<file path="src/hw/spi_port_pkg.sv">
// Purpose: Shared constants for the serial peripheral port block
// Assumes: Byte-wide registers in the low bits of 32-bit Wishbone words
// Notes: Offsets are byte addresses on the register bus
`default_nettype none
package spi_port_pkg;
  // Register byte offsets
  localparam logic [3:0] OFF_CONTROL = 4'h0;
  localparam logic [3:0] OFF_STATUS = 4'h4;
  localparam logic [3:0] OFF_DATA = 4'h8;
  localparam logic [3:0] OFF_BREAK = 4'hC;
  // Control register fields
  localparam int CTL_RXIE = 7;
  localparam int CTL_MASTER = 5;
  localparam int CTL_CPOL = 4;
  localparam int CTL_CPHA = 3;
  localparam int CTL_WOM = 2;
  localparam int CTL_EN = 1;
  localparam int CTL_TXIE = 0;
  localparam logic [7:0] CTL_RESET = 8'h28;
  // Status/control register fields
  localparam int ST_RXF = 7;
  localparam int ST_ERROR_IRQ_ENABLE = 6;
  localparam int ST_OVR = 5;
  localparam int ST_MODE_FAULT_FLAG = 4;
  localparam int ST_TXE = 3;
  localparam int ST_MODE_FAULT_ENABLE = 2;
  localparam int ST_RATE_HI = 1;
  localparam int ST_RATE_LO = 0;
  localparam logic [7:0] ST_RESET = 8'h08;
  // Break control field
  localparam int BRK_BREAK_CLEAR_FLAG_ENABLE = 0;
  // Bits per byte
  localparam int BITS_PER_BYTE = 8;
endpackage
`default_nettype wire

</file>
<file path="src/hw/spi_rate_div.sv">
// Purpose: Master bit-rate enable generator
// Assumes: One clock, enable pulses mark half serial-clock periods
// Notes: Divisor 2, 8, 32 or 128 gives half periods of 1, 4, 16, 64 cycles
`default_nettype none
module spi_rate_div (
  input wire logic clk_in,
  input wire logic rstn_in,
  input wire logic run_in,
  input wire logic [1:0] rate_in,
  output logic half_out
);
  logic [5:0] cnt_r; // Half period counter
  logic [5:0] limit; // Terminal count for current rate

  // Decode rate code into half-period terminal count
  always_comb
  begin
    case (rate_in)
      2'b00: limit = 6'h00;
      2'b01: limit = 6'h03;
      2'b10: limit = 6'h0F;
      default: limit = 6'h3F;
    endcase
  end

  // Counter restarts when idle so first edge spacing is exact
  always_ff @(posedge clk_in or negedge rstn_in)
  begin
    if (!rstn_in)
    begin
      cnt_r <= 6'h00;
      half_out <= 1'b0;
    end
    else if (!run_in)
    begin
      cnt_r <= 6'h00;
      half_out <= 1'b0;
    end
    else if (cnt_r >= limit)
    begin
      cnt_r <= 6'h00;
      half_out <= 1'b1;
    end
    else
    begin
      cnt_r <= cnt_r + 6'h01;
      half_out <= 1'b0;
    end
  end
endmodule
`default_nettype wire

</file>
<file path="src/hw/spi_shift_core.sv">
// Purpose: Byte shift engine for master and slave
// Assumes: Pin inputs synchronous to the clock
// Notes: Slave edges detected by sampling the serial clock pin
`default_nettype none
module spi_shift_core (
  input wire logic clk_in,
  input wire logic rstn_in,
  input wire logic clear_in,
  input wire logic master_in,
  input wire logic cpol_in,
  input wire logic cpha_in,
  input wire logic half_in,
  input wire logic start_in,
  input wire logic [7:0] tx_byte_in,
  input wire logic sclk_in,
  input wire logic sel_n_in,
  input wire logic sdi_in,
  output logic sclk_out,
  output logic sdo_out,
  output logic busy_out,
  output logic done_out,
  output logic [7:0] rx_byte_out
);
  logic [7:0] sh_r; // Shift register
  logic [3:0] edges_r; // Clock edges seen in the byte
  logic sclk_d_r; // Last sampled slave clock
  logic edge_ev; // A serial clock edge this cycle
  logic lead; // Edge is leading (away from idle)
  logic samp; // Edge samples data
  logic slave_act; // Slave selected
  logic [7:0] in_r; // Received bits
  logic take_d_r; // Master sample due one cycle after its edge
  logic fin_r; // Master byte ends once its last sample is in
  logic take; // Shift a received bit this cycle

  assign slave_act = !master_in && !sel_n_in;
  assign lead = master_in ? (sclk_out == cpol_in) : (sclk_d_r == cpol_in);
  assign edge_ev = master_in ? (busy_out && !fin_r && half_in)
                             : (slave_act && (sclk_in != sclk_d_r));
  assign samp = (lead != cpha_in);
  // Clock pin lags by one flop; at fastest rate an early sample reads the old bit
  assign take = master_in ? take_d_r : (edge_ev && samp);

  // Shift, sample and count edges
  always_ff @(posedge clk_in or negedge rstn_in)
  begin
    if (!rstn_in)
    begin
      sh_r <= 8'h00;
      edges_r <= 4'h0;
      busy_out <= 1'b0;
      done_out <= 1'b0;
      rx_byte_out <= 8'h00;
      sclk_out <= 1'b0;
      sdo_out <= 1'b0;
      sclk_d_r <= 1'b0;
      fin_r <= 1'b0;
    end
    else
    begin
      done_out <= 1'b0;
      sclk_d_r <= sclk_in;
      if (clear_in || (!master_in && sel_n_in && !cpha_in))
      begin
        // Disable or phase-0 slave deselect abandons the byte; select high ignores clocks
        edges_r <= 4'h0;
        busy_out <= 1'b0;
        sclk_out <= cpol_in;
        fin_r <= 1'b0;
      end
      else if (fin_r)
      begin
        // Last master sample lands now
        fin_r <= 1'b0;
        busy_out <= 1'b0;
        done_out <= 1'b1;
        rx_byte_out <= take ? {in_r[6:0], sdi_in} : in_r;
      end
      else if (start_in && !busy_out)
      begin
        sh_r <= tx_byte_in;
        edges_r <= 4'h0;
        busy_out <= 1'b1;
        if (!cpha_in)
          sdo_out <= tx_byte_in[7];
      end
      else if (edge_ev)
      begin
        if (master_in)
          sclk_out <= !sclk_out;
        if (samp)
          sh_r <= {sh_r[6:0], sdi_in};
        else if (cpha_in || edges_r != 4'h0)
          sdo_out <= sh_r[7];
        if (edges_r == 4'hF)
        begin
          edges_r <= 4'h0;
          if (master_in)
            fin_r <= 1'b1;
          else
          begin
            busy_out <= 1'b0;
            done_out <= 1'b1;
            rx_byte_out <= samp ? {in_r[6:0], sdi_in} : in_r;
          end
        end
        else
          edges_r <= edges_r + 4'h1;
      end
      else if (!master_in || !busy_out)
        sclk_out <= cpol_in;
    end
  end

  // Received bits; master samples wait one cycle for the clock pin flop
  always_ff @(posedge clk_in or negedge rstn_in)
  begin
    if (!rstn_in)
    begin
      in_r <= 8'h00;
      take_d_r <= 1'b0;
    end
    else
    begin
      take_d_r <= master_in && edge_ev && samp && !clear_in;
      if (take && !clear_in)
        in_r <= {in_r[6:0], sdi_in};
    end
  end
endmodule
`default_nettype wire

</file>
<file path="src/hw/spi_port.sv">
// Purpose: SPI port pins, control and status registers
// Assumes: Classic Wishbone slave, pins synchronous to REF_CLK_IN
// Notes: Output enables high while the block drives a pin
//
// Overview of operation
// Break with clear disabled freezes all flags
// Break clears allowed when enabled, stay cleared
// Armed first step survives break, then clears
// Slave output driven only when selected slave
// Enabled port owns data and clock directions
// Master drives clock, slave receives; eight cycles
// Master shifts out and in together
// Master toggles select per byte when phase 0
// Slave select always input for slaves
// Deselected slave ignores serial clock edges
// Select is general I/O unless fault-watching
// Master watches select for mode fault
// Receive enable gates receive-full request
// Master bit chooses master or slave
// Polarity sets idle level, phase timing
// Wired-OR makes pins open-drain
// Clearing enable stops and partially resets
// Transmit-empty sets on load into shifter
// Receive-full sets on byte arrival, two-step clear
// Error enable gates overflow and mode fault
// Overflow keeps old byte, drops new
// Overflow clears by status then data read
// Mode fault clears by status read, control write
// Rate field divides clock by 2,8,32,128
// First clear step recorded per flag
`default_nettype none
module spi_port (
  input wire logic REF_CLK_IN,
  input wire logic RSTN_IN,
  input wire logic WB_CYC_IN,
  input wire logic WB_STB_IN,
  input wire logic WB_WE_IN,
  input wire logic [3:0] WB_ADR_IN,
  input wire logic [3:0] WB_SEL_IN,
  input wire logic [31:0] WB_DAT_IN,
  output logic [31:0] WB_DAT_OUT,
  output logic WB_ACK_OUT,
  input wire logic BREAK_IN,
  input wire logic SCLK_IN,
  output logic SCLK_OUT,
  output logic SCLK_OE_OUT,
  input wire logic MOSI_IN,
  output logic MOSI_OUT,
  output logic MOSI_OE_OUT,
  input wire logic MISO_IN,
  output logic MISO_OUT,
  output logic MISO_OE_OUT,
  input wire logic SEL_N_IN,
  output logic SEL_PIN_OWNED_OUT,
  output logic TX_IRQ_OUT,
  output logic RX_ERR_IRQ_OUT
);
  logic [7:0] control_r; // Control register
  logic [7:0] status_r; // Status/control register (writable bits used)
  logic rxf_r; // Receive-full flag
  logic ovr_r; // Overrun flag
  logic mode_fault_flag_r; // Mode-fault flag
  logic txe_r; // Transmit-empty flag
  logic break_clear_flag_enable_r; // Break clear flag enable
  logic [7:0] rx_data_r; // Receive data register
  logic [7:0] tx_data_r; // Transmit holding register
  logic rxf_arm_r; // Status read saw receive-full
  logic ovr_arm_r; // Status read saw overrun
  logic mode_fault_flag_arm_r; // Status read saw mode fault
  logic en; // Port enabled
  logic master; // Master mode
  logic req; // Bus request present this cycle
  logic rd_stat; // Status read accepted
  logic rd_data; // Data read accepted
  logic wr_ctrl; // Control write accepted
  logic wr_data; // Data write accepted
  logic clr_ok; // Flag clear permitted
  logic fault_ev; // Mode fault condition
  logic half; // Master half-bit enable
  logic busy; // Byte in progress
  logic done; // Byte complete pulse
  logic [7:0] rx_byte; // Byte from the shifter
  logic sclk_drv; // Master serial clock
  logic sdo; // Serial data out
  logic sel_n_d_r; // Select one cycle ago
  logic slave_sel_seen_r; // Phase-0 slave selected since last byte
  logic load; // Move holding byte into shifter

  assign en = control_r[spi_port_pkg::CTL_EN];
  assign master = control_r[spi_port_pkg::CTL_MASTER];
  assign req = WB_CYC_IN && WB_STB_IN && !WB_ACK_OUT;
  assign rd_stat = req && !WB_WE_IN && WB_ADR_IN == spi_port_pkg::OFF_STATUS;
  assign rd_data = req && !WB_WE_IN && WB_ADR_IN == spi_port_pkg::OFF_DATA;
  assign wr_ctrl = req && WB_WE_IN && WB_SEL_IN[0] && WB_ADR_IN == spi_port_pkg::OFF_CONTROL;
  assign wr_data = req && WB_WE_IN && WB_SEL_IN[0] && WB_ADR_IN == spi_port_pkg::OFF_DATA;
  assign clr_ok = !BREAK_IN || break_clear_flag_enable_r;
  // Master fault: select low; slave fault: select high during a byte
  assign fault_ev = en && status_r[spi_port_pkg::ST_MODE_FAULT_ENABLE] &&
                    (master ? !SEL_N_IN : (SEL_N_IN && (busy || slave_sel_seen_r)));
  // Load only when the shifter is free; master starts, slave preloads
  assign load = en && !txe_r && !busy && !done &&
                (master || !SEL_N_IN || control_r[spi_port_pkg::CTL_CPHA]);

  // Baud generator for master mode only
  spi_rate_div u_div (
    .clk_in(REF_CLK_IN),
    .rstn_in(RSTN_IN),
    .run_in(en && master && busy),
    .rate_in(status_r[spi_port_pkg::ST_RATE_HI:spi_port_pkg::ST_RATE_LO]),
    .half_out(half)
  );

  // Shift engine shared by both modes
  spi_shift_core u_core (
    .clk_in(REF_CLK_IN),
    .rstn_in(RSTN_IN),
    .clear_in(!en),
    .master_in(master),
    .cpol_in(control_r[spi_port_pkg::CTL_CPOL]),
    .cpha_in(control_r[spi_port_pkg::CTL_CPHA]),
    .half_in(half),
    .start_in(load),
    .tx_byte_in(tx_data_r),
    .sclk_in(SCLK_IN),
    .sel_n_in(SEL_N_IN),
    .sdi_in(master ? MISO_IN : MOSI_IN),
    .sclk_out(sclk_drv),
    .sdo_out(sdo),
    .busy_out(busy),
    .done_out(done),
    .rx_byte_out(rx_byte)
  );

  // Wishbone acknowledge, one cycle after the request
  always_ff @(posedge REF_CLK_IN or negedge RSTN_IN)
  begin
    if (!RSTN_IN)
      WB_ACK_OUT <= 1'b0;
    else
      WB_ACK_OUT <= req;
  end

  // Read data; unmapped addresses read zero
  always_ff @(posedge REF_CLK_IN or negedge RSTN_IN)
  begin
    if (!RSTN_IN)
      WB_DAT_OUT <= 32'h0000_0000;
    else if (req && !WB_WE_IN)
    begin
      case (WB_ADR_IN)
        spi_port_pkg::OFF_CONTROL: WB_DAT_OUT <= {24'h00_0000, control_r};
        spi_port_pkg::OFF_STATUS: WB_DAT_OUT <= {24'h00_0000, rxf_r, status_r[6], ovr_r,
          mode_fault_flag_r, txe_r, status_r[2:0]};
        spi_port_pkg::OFF_DATA: WB_DAT_OUT <= {24'h00_0000, rx_data_r};
        spi_port_pkg::OFF_BREAK: WB_DAT_OUT <= {31'h0000_0000, break_clear_flag_enable_r};
        default: WB_DAT_OUT <= 32'h0000_0000;
      endcase
    end
  end

  // Control register; master fault drops enable
  always_ff @(posedge REF_CLK_IN or negedge RSTN_IN)
  begin
    if (!RSTN_IN)
      control_r <= spi_port_pkg::CTL_RESET;
    else if (fault_ev && master)
      control_r[spi_port_pkg::CTL_EN] <= 1'b0;
    else if (wr_ctrl)
      control_r <= WB_DAT_IN[7:0];
  end

  // Writable status bits and break control
  always_ff @(posedge REF_CLK_IN or negedge RSTN_IN)
  begin
    if (!RSTN_IN)
    begin
      status_r <= spi_port_pkg::ST_RESET;
      break_clear_flag_enable_r <= 1'b0;
    end
    else if (req && WB_WE_IN && WB_SEL_IN[0])
    begin
      if (WB_ADR_IN == spi_port_pkg::OFF_STATUS)
        status_r <= WB_DAT_IN[7:0] & 8'h47;
      if (WB_ADR_IN == spi_port_pkg::OFF_BREAK)
        break_clear_flag_enable_r <= WB_DAT_IN[spi_port_pkg::BRK_BREAK_CLEAR_FLAG_ENABLE];
    end
  end

  // Transmit holding register and empty flag
  always_ff @(posedge REF_CLK_IN or negedge RSTN_IN)
  begin
    if (!RSTN_IN)
    begin
      tx_data_r <= 8'h00;
      txe_r <= 1'b1;
    end
    else
    begin
      if (wr_data)
        tx_data_r <= WB_DAT_IN[7:0];
      // Set wins over the clearing write
      if (load || !en || (fault_ev && master))
        txe_r <= 1'b1;
      else if (wr_data && clr_ok)
        txe_r <= 1'b0;
    end
  end

  // First clear step memory, kept through a protected break
  always_ff @(posedge REF_CLK_IN or negedge RSTN_IN)
  begin
    if (!RSTN_IN)
    begin
      rxf_arm_r <= 1'b0;
      ovr_arm_r <= 1'b0;
      mode_fault_flag_arm_r <= 1'b0;
    end
    else
    begin
      if (rd_stat && clr_ok)
      begin
        rxf_arm_r <= rxf_r;
        ovr_arm_r <= ovr_r;
        mode_fault_flag_arm_r <= mode_fault_flag_r;
      end
      else if (rd_data && clr_ok)
      begin
        rxf_arm_r <= 1'b0;
        ovr_arm_r <= 1'b0;
      end
      if (wr_ctrl && clr_ok)
        mode_fault_flag_arm_r <= 1'b0;
    end
  end

  // Receive register, receive-full and overrun
  always_ff @(posedge REF_CLK_IN or negedge RSTN_IN)
  begin
    if (!RSTN_IN)
    begin
      rx_data_r <= 8'h00;
      rxf_r <= 1'b0;
      ovr_r <= 1'b0;
    end
    else
    begin
      if (done && rxf_r)
        ovr_r <= 1'b1;
      else if (rd_data && clr_ok && ovr_arm_r)
        ovr_r <= 1'b0;
      if (done && !rxf_r)
      begin
        rx_data_r <= rx_byte;
        rxf_r <= 1'b1;
      end
      else if (rd_data && clr_ok && rxf_arm_r)
        rxf_r <= 1'b0;
    end
  end

  // Mode fault flag; fault present blocks the clear
  always_ff @(posedge REF_CLK_IN or negedge RSTN_IN)
  begin
    if (!RSTN_IN)
      mode_fault_flag_r <= 1'b0;
    else if (fault_ev)
      mode_fault_flag_r <= 1'b1;
    else if (wr_ctrl && clr_ok && mode_fault_flag_arm_r)
      mode_fault_flag_r <= 1'b0;
  end

  // Phase-0 slave: selection itself opens a byte
  always_ff @(posedge REF_CLK_IN or negedge RSTN_IN)
  begin
    if (!RSTN_IN)
    begin
      sel_n_d_r <= 1'b1;
      slave_sel_seen_r <= 1'b0;
    end
    else
    begin
      sel_n_d_r <= SEL_N_IN;
      if (!en || master || control_r[spi_port_pkg::CTL_CPHA] || done)
        slave_sel_seen_r <= 1'b0;
      else if (sel_n_d_r && !SEL_N_IN)
        slave_sel_seen_r <= 1'b1;
      else if (SEL_N_IN)
        slave_sel_seen_r <= 1'b0;
    end
  end

  // Pin drivers and enables
  always_ff @(posedge REF_CLK_IN or negedge RSTN_IN)
  begin
    if (!RSTN_IN)
    begin
      SCLK_OUT <= 1'b0;
      SCLK_OE_OUT <= 1'b0;
      MOSI_OUT <= 1'b0;
      MOSI_OE_OUT <= 1'b0;
      MISO_OUT <= 1'b0;
      MISO_OE_OUT <= 1'b0;
      SEL_PIN_OWNED_OUT <= 1'b0;
    end
    else
    begin
      // Open-drain: drive only lows, release for highs
      if (control_r[spi_port_pkg::CTL_WOM])
      begin
        SCLK_OUT <= 1'b0;
        MOSI_OUT <= 1'b0;
        MISO_OUT <= 1'b0;
        SCLK_OE_OUT <= en && master && !sclk_drv;
        MOSI_OE_OUT <= en && master && !sdo;
        MISO_OE_OUT <= en && !master && !SEL_N_IN && !sdo;
      end
      else
      begin
        SCLK_OUT <= sclk_drv;
        MOSI_OUT <= sdo;
        MISO_OUT <= sdo;
        SCLK_OE_OUT <= en && master;
        MOSI_OE_OUT <= en && master;
        MISO_OE_OUT <= en && !master && !SEL_N_IN;
      end
      SEL_PIN_OWNED_OUT <= en && (!master || status_r[spi_port_pkg::ST_MODE_FAULT_ENABLE]);
    end
  end

  // Interrupt request lines
  always_ff @(posedge REF_CLK_IN or negedge RSTN_IN)
  begin
    if (!RSTN_IN)
    begin
      TX_IRQ_OUT <= 1'b0;
      RX_ERR_IRQ_OUT <= 1'b0;
    end
    else
    begin
      TX_IRQ_OUT <= txe_r && en && control_r[spi_port_pkg::CTL_TXIE];
      RX_ERR_IRQ_OUT <= (rxf_r && control_r[spi_port_pkg::CTL_RXIE]) ||
        ((ovr_r || mode_fault_flag_r) && status_r[spi_port_pkg::ST_ERROR_IRQ_ENABLE]);
    end
  end
endmodule
`default_nettype wire

</file>
<file path="config.mk">
export PLATFORM = sky130hd
export DESIGN_NAME = spi_port
export DESIGN_NICKNAME = d
export VERILOG_FILES = /design/src/hw/spi_port_pkg.sv /design/src/hw/spi_rate_div.sv /design/src/hw/spi_shift_core.sv /design/src/hw/spi_port.sv
export SDC_FILE = /design/constraint.sdc
export NUM_CORES = 1
export LEC_CHECK = 0
export ABC_AREA = 1
export BUFFER_PORTS_ARGS = -buffer_cell sky130_fd_sc_hd__buf_2
export CAP_MARGIN = 5
export CORE_MARGIN = 2
export CORE_UTILIZATION = 45
export DETAILED_ROUTE_END_ITERATION = 10
export GPL_ROUTABILITY_DRIVEN = 0
export GPL_TIMING_DRIVEN = 0
export PLACE_DENSITY = 0.67
export SYNTH_ARGS = -nofsm -noshare
export SYNTH_HDL_FRONTEND = slang
export SYNTH_SLANG_ARGS = --single-unit
</file>
<file path="constraint.sdc">
create_clock -name REF_CLK_IN -period 1.9 [get_ports REF_CLK_IN]
set_input_delay 0.38 -clock REF_CLK_IN [delete_from_list [all_inputs] [get_ports REF_CLK_IN]]
set_output_delay 0.38 -clock REF_CLK_IN [all_outputs]
set_load 0.01 [all_outputs]
</file>
[Word-level counts from Yosys, hierarchy flattened]
Cells that the tools add are included.
Operators by class
  muxes and demuxes: 78
  magnitude comparators: 1
  $add $sub $neg: 2
  shift operators: 0
  eq/ne operators: 18
  bitwise operators: 3
  reduce and logical (&&, ||, !) cells: 109
  div/mod/pow operators: 0
  multiply operators: 0
Operator list (count)
  $mux W8: 10
  $mux W1: 58
  $logic_and A1 B1 Y1: 51
  $pmux W8 S4: 1
  $reduce_bool A2 Y1: 12
  $mux W4: 5
  $pmux W6 S3: 1
  $logic_or A1 B1 Y1: 15
  $logic_not A1 Y1: 14
  $eq A4 B4 Y1 const B: 3
  $mux W6: 2
  $reduce_bool A4 Y1: 3
  $reduce_bool A3 Y1: 3
  $reduce_and A2 Y1: 4
  $reduce_and A4 Y1: 2
  $add A6 B1 Y6 const B: 1
  $ge A6 B6 Y1: 1
  $ne A2 B1 Y1 const B: 3
  $ne A2 B2 Y1 const B: 3
  $reduce_and A6 Y1: 1
  $reduce_and A5 Y1: 1
  $add A4 B1 Y4 const B: 1
  $eq A4 B3 Y1 const B: 1
  $logic_not A4 Y1: 1
  other kinds (10): 14
Storage, ports and cells
  word-level logic and storage cells: 249
  bits of input ports: 50
  memory bits (writable): 0
  register bits: 122
  memory bits (read-only): 0
  memories kept: 0
  bits in latches: 0

[Longest topological paths before layout]
Gate-level depths: netlist of the first run.
  word-level depth: 9
  gate-level depth with buffers: 12
  gate-level depth less buffers: 10

[Modules after synthesis]
From an unflattened synthesis of the first run, not the netlist that was laid out.
Second synthesis, totals
  cells, all modules: 655
  area total of the unflattened synthesis: 5251.3 sq um
Modules (own cells, without submodules)
  spi_port: instances 1, sequential area each 1381.3 sq um, cells an instance 306, area each 2673.8 sq um
  spi_shift_core: instances 1, sequential area each 875.8 sq um, cells an instance 293, area each 2123.3 sq um
  spi_rate_div: instances 1, sequential area each 175.2 sq um, cells an instance 56, area each 454.2 sq um

[Worst setup path before layout of the first run]
No wires, ideal clock.
  path kind: reg2reg
  start: register control_r[3]
  end: register u_core.in_r[7]
  data required time: 1.780 ns
  setup slack: 0.226 ns
  cell stages (with the launch flop): 11
  path buffers: 2
  clock period less this slack: 1.674 ns
  data arrival time: 1.554 ns
  cells stage by stage: dfstp_2 > buf_2 > xnor2_1 > nand2_1 > nand2_4 > nand3_4 > nand2_4 > nand2_4 > buf_6 > nand2_2 > o21ai_2
Between the ends
  longest elaborated chain between the ends: 4
Ends and longest elaborated chain
  from (decl): line spi_port.sv:58  | logic [7:0] control_r;
  from (signal assigned): line spi_port.sv:165  | control_r <= spi_port_pkg::CTL_RESET;
  from (signal assigned): line spi_port.sv:169  | control_r <= WB_DAT_IN[7:0];
  $ne A1 B1 Y1: line spi_shift_core.sv:40  | assign samp = (lead != cpha_in);
  $logic_and A1 B1 Y1: line spi_shift_core.sv:42  | assign take = master_in ? take_d_r : (edge_ev && samp);
  $mux W1: line spi_shift_core.sv:42
  $logic_and A1 B1 Y1: line spi_shift_core.sv:126  | if (take && !clear_in)
  to (signal assigned): line spi_shift_core.sv:127  | in_r <= {in_r[6:0], sdi_in};
  to (decl): line spi_shift_core.sv:31  | logic [7:0] in_r;
No other way between the ends.
A chain may end at the register's enable or synchronous reset.

[Worst setup path after layout of the first run]
  start: register control_r[5]
  end: register u_core.edges_r[0]
Between the ends
  longest elaborated chain between the ends: 7
  elaborated cells between the ends (all ways): 17
  classes of those cells: 1 x eq/ne; 4 x mux; 12 x reduce/logical
Ends and longest elaborated chain
  $logic_or A1 B1 Y1 (2 in series): line spi_port.sv:102  | (master || !SEL_N_IN || control_r[spi_port_pkg::CTL_CPHA]);
  $logic_and A1 B1 Y1: line spi_port.sv:101  | assign load = en && !txe_r && !busy && !done &&
  $logic_and A1 B1 Y1: line spi_shift_core.sv:79  | else if (start_in && !busy_out)
  $mux W4: line spi_shift_core.sv:79
  $mux W4: line spi_shift_core.sv:71  | else if (fin_r)
  $mux W4: line spi_shift_core.sv:63  | if (clear_in || (!master_in && sel_n_in && !cpha_in))
  to (signal assigned): line spi_shift_core.sv:108  | edges_r <= edges_r + 4'h1;
  to (decl): line spi_shift_core.sv:25  | logic [3:0] edges_r;
Several ways; a longest one is shown, not always the timed one. The select of a mux whose other input is x is not followed.

==> key figures, run 1 <==
Timing
  – Worst hold slack: 0.00366 ns
  – FMAX: 552 MHz
  – Finish-stage setup viols: 0
  – Setup TNS: 0 ns
  – Unrepaired setup endpoints after global routing: yes
  – Slew Limit Fails: 0
  – Worst-Margin Slew: 0.625 ns
  – Clock skew: 0.0105 ns
  – Final worst-path cycle share: 0.954
  – Crit path time final: 1.81 ns
  – Final Hold Fails: 0
  – Relative slew slack: 0.583

Synthesis
  – Avg Cell Area, Syn: 8.43 sq um
  – Mapped Area: 4980 sq um
  – Sequential share of the synthesized area: 0.489
  – Yosys cell types: 43
  – Async set-or-reset flop fraction in the synthesized netlist: 1.00
  – EDFF count, synth: 0
  – Cells after Synth: 590
  – Primary FF master, synth: dfrtp_1
  – Synth warnings: 0
  – Seq cells post-synth: 97

Route
  – Initial DRC Count: 356
  – Vias/cell: 5.04
  – First-pass DRT Iterations: 5
  – DRC Markers: 0
  – Post-route ant nets: 0
  – Avg WL per Cell: 13.9 um
  – Via count: 4121
  – Total Wirelength: 11.3 mm

Clock tree
  – Skew-Pair Late Insertion Delay: 0.38 ns
  – Worst-case clock buffer depth: 2
  – Root Driver: clkbuf_8
  – Num Clock Sinks: 97
  – H-tree Lvls: 3
  – Clock slew at reported path FFs: 0.10 ns
  – Clock buffer count from CTS: 9
  – TritonCTS clock tree: yes

Final layout
  – Share of cells above drive strength 1: 0.219
  – Most frequent cells in the layout: nand2_1, dfrtp_1, inv_1
  – Area Overhead vs Synth: 16.2%
  – Ant diodes: 0
  – Commonest non-fill, non-tap cell in the layout: nand2_1
  – Total Nets Final: 731
  – Post-Layout Cell Count: 817

Critical path
  – Worst Reg-to-Reg Cells: 9
  – CP Launch Type: flop
  – Critical path cell sequence: buf_8 -> nor2_1 -> nand3_1 -> nand2_4 -> buf_4 -> o21ai_4 -> inv_1 -> nand4_1 -> o21ai_0
  – Crit-path max cell delay: 0.61 ns
  – FF-to-FF End: u_core.edges_r[0]
  – Worst Setup Path Type: flop to flop
  – Critical path required time: 2.16 ns
  – Setup slack, reg-to-reg: 0.09 ns
  – CP Capture Type: flop
  – Worst EP arrival: 2.07 ns
  – CP max FO: 10
  – Crit-path slowest cell: dfstp_2
  – Worst r2r src: control_r[5]

Power and ir drop
  – PD cells: 749 nW/um^2
  – Power, Total: 4330 uW
  – Peak VDD IR: 0.387 mV
  – Leakage: 0.00297 uW

GRT
  – Overflow after GRT: 0
  – First-pass GRT wire length: 18.7 mm
  – GR Util All Layers: 0.202
  – Largest net degree at the start of global routing: 51
  – Initial antenna violation count: 0
  – Vias in the first global route: 3952

Die
  – Die width: 109 um
  – Core area: 10800 sq um
  – Die ar.: 11900 sq um
  – Die height: 109 um
  – Top Ports: 92
  – Initial Util: 0.461
  – Rows: 38

Placement
  – Input/output buffers: 40
  – Dpl hpwl: 8.34 mm
  – Placed cells: 794

Hold path
  – HP Class: input pin to asynchronous set/reset pin

Run
  – Max-Cap Viols: 0

Outcome
  – Status: completed
-- flip-flops by register name, summed over array words and instances (netlist names), 4 cells and up --
register	count
WB_DAT_OUT	8
control_r	8
rx_data_r	8
tx_data_r	8
u_core.in_r	8
u_core.rx_byte_out	8
u_core.sh_r	8
u_div.cnt_r	6
status_r	4
u_core.edges_r	4
-- worst max path at each step --
stage                     depth (start not counted)                 to          from
final                                             9  u_core.edges_r[0]  control_r[5]
after detailed placement                          9     u_core.sh_r[0]  control_r[3]
after global routing                              9  u_core.edges_r[0]  control_r[5]
after CTS                                         9     u_core.in_r[7]  control_r[3]
after floorplan                                  10     u_core.in_r[7]  control_r[3]
after global placement                            1     u_core.in_r[5]       RSTN_IN
-- timing repair --
item	in CTS	in global routing
hold buffers	0	0
cloned	0	1
pin swaps	1	7
endpoints found under the setup margin	15	36
gates resized for setup	0	21
setup buffers	1	6
-- area by class of cell --
class | instances | area, sq um
Fill cell | 1023 | 5010
Sequential cell | 97 | 2430
Multi-Input combinational cell | 399 | 2120
Inverter | 81 | 307
Timing Repair Buffer | 48 | 283
Buffer | 36 | 269
Tap cell | 140 | 175
Clock buffer | 10 | 128
Clock inverter | 6 | 67.6
-- power by group --
group / switching (uW) / internal (uW) / total (uW)
clock: 765 / 614 / 1380
combinational: 414 / 252 / 666
sequential: 79.7 / 2210 / 2290
-- critical path: cells and delay by family, from the launching register on --
| kind | cells | cell delay (ns) |
|---|---|---|
| compound gates | 2 | 0.26 |
| buf+inv | 3 | 0.44 |
| simple gates | 4 | 0.39 |
| flops | 1 | 0.61 |
-- cells by family (layout without fill, tap and decap cells) --
family                     count (synthesis)  in the layout  synth area share
xor gates and xnor gates                   4              4           0.00704
muxes                                      6              6            0.0136
other                                      1             24          0.000754
AOI/OAI and AO/OA                        125            126             0.142
and+or+nand+nor                          230            230             0.211
buffers and inverters                    118            181             0.114
adders and majority gates                  9              9            0.0226
DFF                                       97             97             0.489
-- synth_stat cells (2+ instances only) --
| cell | count | area share |
|---|---|---|
| dfrtp_1 | 93 | 0.47 |
| nand3_1 | 33 | 0.033 |
| nor4_1 | 2 | 0.0025 |
| xor2_1 | 2 | 0.0035 |
| clkbuf_1 | 5 | 0.0038 |
| nand2_4 | 5 | 0.011 |
| xnor2_1 | 2 | 0.0035 |
| dfstp_2 | 4 | 0.021 |
| o21ai_2 | 11 | 0.019 |
| mux2_2 | 6 | 0.014 |
| inv_1 | 75 | 0.057 |
| a21oi_1 | 30 | 0.030 |
| buf_6 | 3 | 0.0068 |
| o22ai_1 | 5 | 0.0063 |
| nand3_2 | 2 | 0.0040 |
| buf_4 | 26 | 0.039 |
| nand2_1 | 132 | 0.10 |
| nand4_1 | 4 | 0.0050 |
| ha_1 | 9 | 0.023 |
| o21ai_0 | 70 | 0.070 |
| nor2_1 | 33 | 0.025 |
| nor3_1 | 9 | 0.0091 |
| nand2_2 | 3 | 0.0038 |
| buf_2 | 3 | 0.0030 |
| inv_2 | 5 | 0.0038 |
-- through the flow --
step,area [sq um],utilization,setup slack [ns]
final,5780,0.536,0.0876
after global routing,5780,0.536,-0.0194
after CTS,5670,0.525,0.0397
after detailed placement,5470,0.507,-0.0876
after global placement,5440,0.504,-0.505
after floorplan,5060,-,0.226
-- metal layers --
layer	routed length, um	global-route usage	share of wire	up-vias
met2	5510	0.339	0.49	117
met4	233	0.0833	0.021	0
li1	-	-	-	2034
met1	5070	0.256	0.45	1948
met3	511	0.0395	0.045	22
met5	0	0	0	-
(Power assumes the default switching activity.)
==> run 2: changes to the inputs <==
--- a/config.mk
+++ b/config.mk
@@ -6,14 +6,13 @@
 export NUM_CORES = 1
 export LEC_CHECK = 0
 export ABC_AREA = 1
-export BUFFER_PORTS_ARGS = -buffer_cell sky130_fd_sc_hd__buf_2
 export CAP_MARGIN = 5
 export CORE_MARGIN = 2
 export CORE_UTILIZATION = 45
 export DETAILED_ROUTE_END_ITERATION = 10
+export DONT_BUFFER_PORTS = 1
 export GPL_ROUTABILITY_DRIVEN = 0
 export GPL_TIMING_DRIVEN = 0
-export PLACE_DENSITY = 0.67
 export SYNTH_ARGS = -nofsm -noshare
 export SYNTH_HDL_FRONTEND = slang
 export SYNTH_SLANG_ARGS = --single-unit
==> run 2 against run 1 <==
  * Global-route usage up 0.30 points
  * Highest routed layer unchanged
  * Critical path type unchanged
  * Critical endpoint is now u_core.rx_byte_out[7]
  * Wire length down 0.55%
  * Critical path depth down 1
  * The flow now finishes with violations (hold timing)
  * Register-to-register slack about the same
  * Non-clock buffer count down 37
==> key figures, run 2 (synthesis results as in run 1) <==
Final layout
  – Post-Layout Cell Count: 779 (-4.7%)
  – Most frequent cells in the layout: nand2_1, dfrtp_1, inv_1
  – Post-Route Utilization: 0.516 (-0.0201)
  – Total Nets Final: 693 (-5.2%)
  – Ant diodes: 0 (unchanged)
  – Fillcell total: 1049 (+2.5%)
  – Share of cells above drive strength 1: 0.169 (-0.0496)
  – Commonest non-fill, non-tap cell in the layout: nand2_1
  – Area Overhead vs Synth: 11.9%

Critical path
  – Delay-heaviest family, CP: flip-flops
  – Worst Setup Path Type: flop to flop
  – CP Launch Type: flop
  – Setup slack, reg-to-reg: 0.09 ns (about the same)
  – WP buf/inv: 2 (-1)
  – Critical path cell sequence: buf_6 -> nand3_1 -> nand2_4 -> nand3_2 -> o21ai_4 -> nand2_1 -> inv_1 -> a21oi_1
  – Worst EP arrival: 2.06 ns (about the same)
  – CP Capture Type: flop
  – Critical path required time: 2.15 ns (about the same)
  – Crit-path max cell delay: 0.61 ns (about the same)
  – Crit-path slowest cell: dfstp_2
  – CP max FO: 10 (unchanged)

Die
  – Die height: 109 um (unchanged)
  – Core area: 10800 sq um (unchanged)
  – Initial Util: 0.461 (unchanged)
  – Top Ports: 92 (unchanged)
  – Die width: 109 um (unchanged)
  – Rows: 38 (unchanged)
  – Die ar.: 11900 sq um (unchanged)

Run
  – Max-Cap Viols: 0 (unchanged)

Outcome
  – Status: finished, violations left
  – Failing checks: hold timing

Route
  – Avg WL per Cell: 14.4 um (+4.3%)
  – DRC Markers: 0 (unchanged)
  – First-pass DRT Iterations: 4 (-1)
  – Vias/cell: 5.06 (+0.32%)
  – Total Wirelength: 11.3 mm (-0.55%)
  – Post-route ant nets: 0 (unchanged)
  – Initial DRC Count: 206 (-42%)
  – Via count: 3942 (-4.3%)

Timing
  – Clock skew: 0.00667 ns (-0.00384 ns)
  – Setup TNS: 0 ns (unchanged)
  – Worst hold slack: -0.300 ns (-0.304 ns)
  – Final Hold Fails: 97 (+97)
  – Finish-stage setup viols: 0 (unchanged)
  – Final worst-path cycle share: 0.952 (-0.00183)
  – Setup ws final: 0.0911 ns (+0.00348 ns)
  – Slew Limit Fails: 0 (unchanged)
  – Unrepaired setup endpoints after global routing: yes
  – FMAX: 553 MHz (+0.19%)
  – Crit path time final: 1.81 ns (-0.00348 ns)

Hold path
  – HP Class: input pin to asynchronous set/reset pin

Clock tree
  – TritonCTS clock tree: yes
  – Clock buffer count from CTS: 9 (unchanged)
  – H-tree Lvls: 3 (unchanged)
  – Root Driver: clkbuf_8
  – CTS hold repair buffers: 1 (+1)
  – Num Clock Sinks: 97 (unchanged)
  – Skew-Pair Late Insertion Delay: 0.36 ns (-0.02 ns)
  – Worst-case clock buffer depth: 2 (unchanged)
  – Clock slew at reported path FFs: 0.09 ns (about the same)

Power and ir drop
  – Internal power: 3020 uW (-1.8%)
  – Leakage: 0.00278 uW (-6.4%)
  – Switching fraction of total power: 0.278 (-0.0122)
  – PD cells: 752 nW/um^2 (+0.32%)
  – Part of the power in registers: 0.549 (+0.021)
  – NetSw: 1160 uW (-7.5%)
  – Comb pwr share: 0.136 (-0.018)
  – Clk network pwr share: 0.315 (-0.003)
  – Peak VDD IR: 0.359 mV (-7.2%)

GRT
  – First-pass GRT wire length: 18.8 mm (+0.30%)
  – GR Util All Layers: 0.205 (+0.00295)
  – Largest net degree at the start of global routing: 98 (+92%)
  – Initial antenna violation count: 0 (unchanged)
  – Vias in the first global route: 3828 (-3.1%)
  – Overflow after GRT: 0 (unchanged)

Placement
  – Input/output buffers: 0 (-100%)
  – Pre-CTS setup slack: -0.0705 ns (+0.0171 ns)
  – Placed cells: 753 (-5.2%)
  – Dpl hpwl: 8.27 mm (-0.85%)
## run 2: layer usage
metal  track usage  wire, um  vias up
met2         0.325      5360       87
met5             0         0        -
met3        0.0329       446       14
met4        0.0742       206        0
li1              -         -     1947
met1         0.285      5240     1894
## run 2: final timing paths
kind / start / end / cells after the start
worst max-delay path: control_r[5] / u_core.rx_byte_out[7] / 8
worst min-delay path: RSTN_IN / SCLK_OUT / 0
worst max register to register: control_r[5] / u_core.rx_byte_out[7] / 8
worst min register to register: tx_data_r[4] / tx_data_r[4] / 2
max in group asynchronous: RSTN_IN / txe_r / 0
min in group REF_CLK_IN: SCLK_IN / u_core.sclk_d_r / 0
## run 2: what timing repair did
item,in CTS,in global routing
gates resized for setup,0,18
endpoints found under the hold margin,98,97
pin swaps,1,6
setup endpoints to repair,16,45
buffers inserted,1,9
## run 2: metrics by stage
step	instance area, sq um	total power [uW]
finish	5570	4190
global route	5570	4400
CTS	5440	4180
detailed placement	5240	2870
global placement	5240	2850
floorplan	5060	2750
## run 2: area by class of cell
| cell class | instances | area, sq um | area share |
|---|---|---|---|
| Buffer | 36 | 259 | 0.0465 |
| Clock buffer | 13 | 169 | 0.0303 |
| Clock inverter | 3 | 23.8 | 0.00427 |
| Inverter | 81 | 307 | 0.0551 |
| Multi-Input combinational cell | 398 | 2100 | 0.378 |
| Sequential cell | 97 | 2430 | 0.437 |
| Tap cell | 140 | 175 | 0.0315 |
| Timing Repair Buffer | 11 | 97.6 | 0.0175 |
## run 2: power groups by stage
stage	Sequential, uW	Combinational [uW]	Clock (uW)
final	2300	569	1320
after global routing	2320	651	1430
after CTS	2300	532	1340
after detailed placement	2330	533	0
after global placement	2330	521	0
after floorplan	2310	435	0
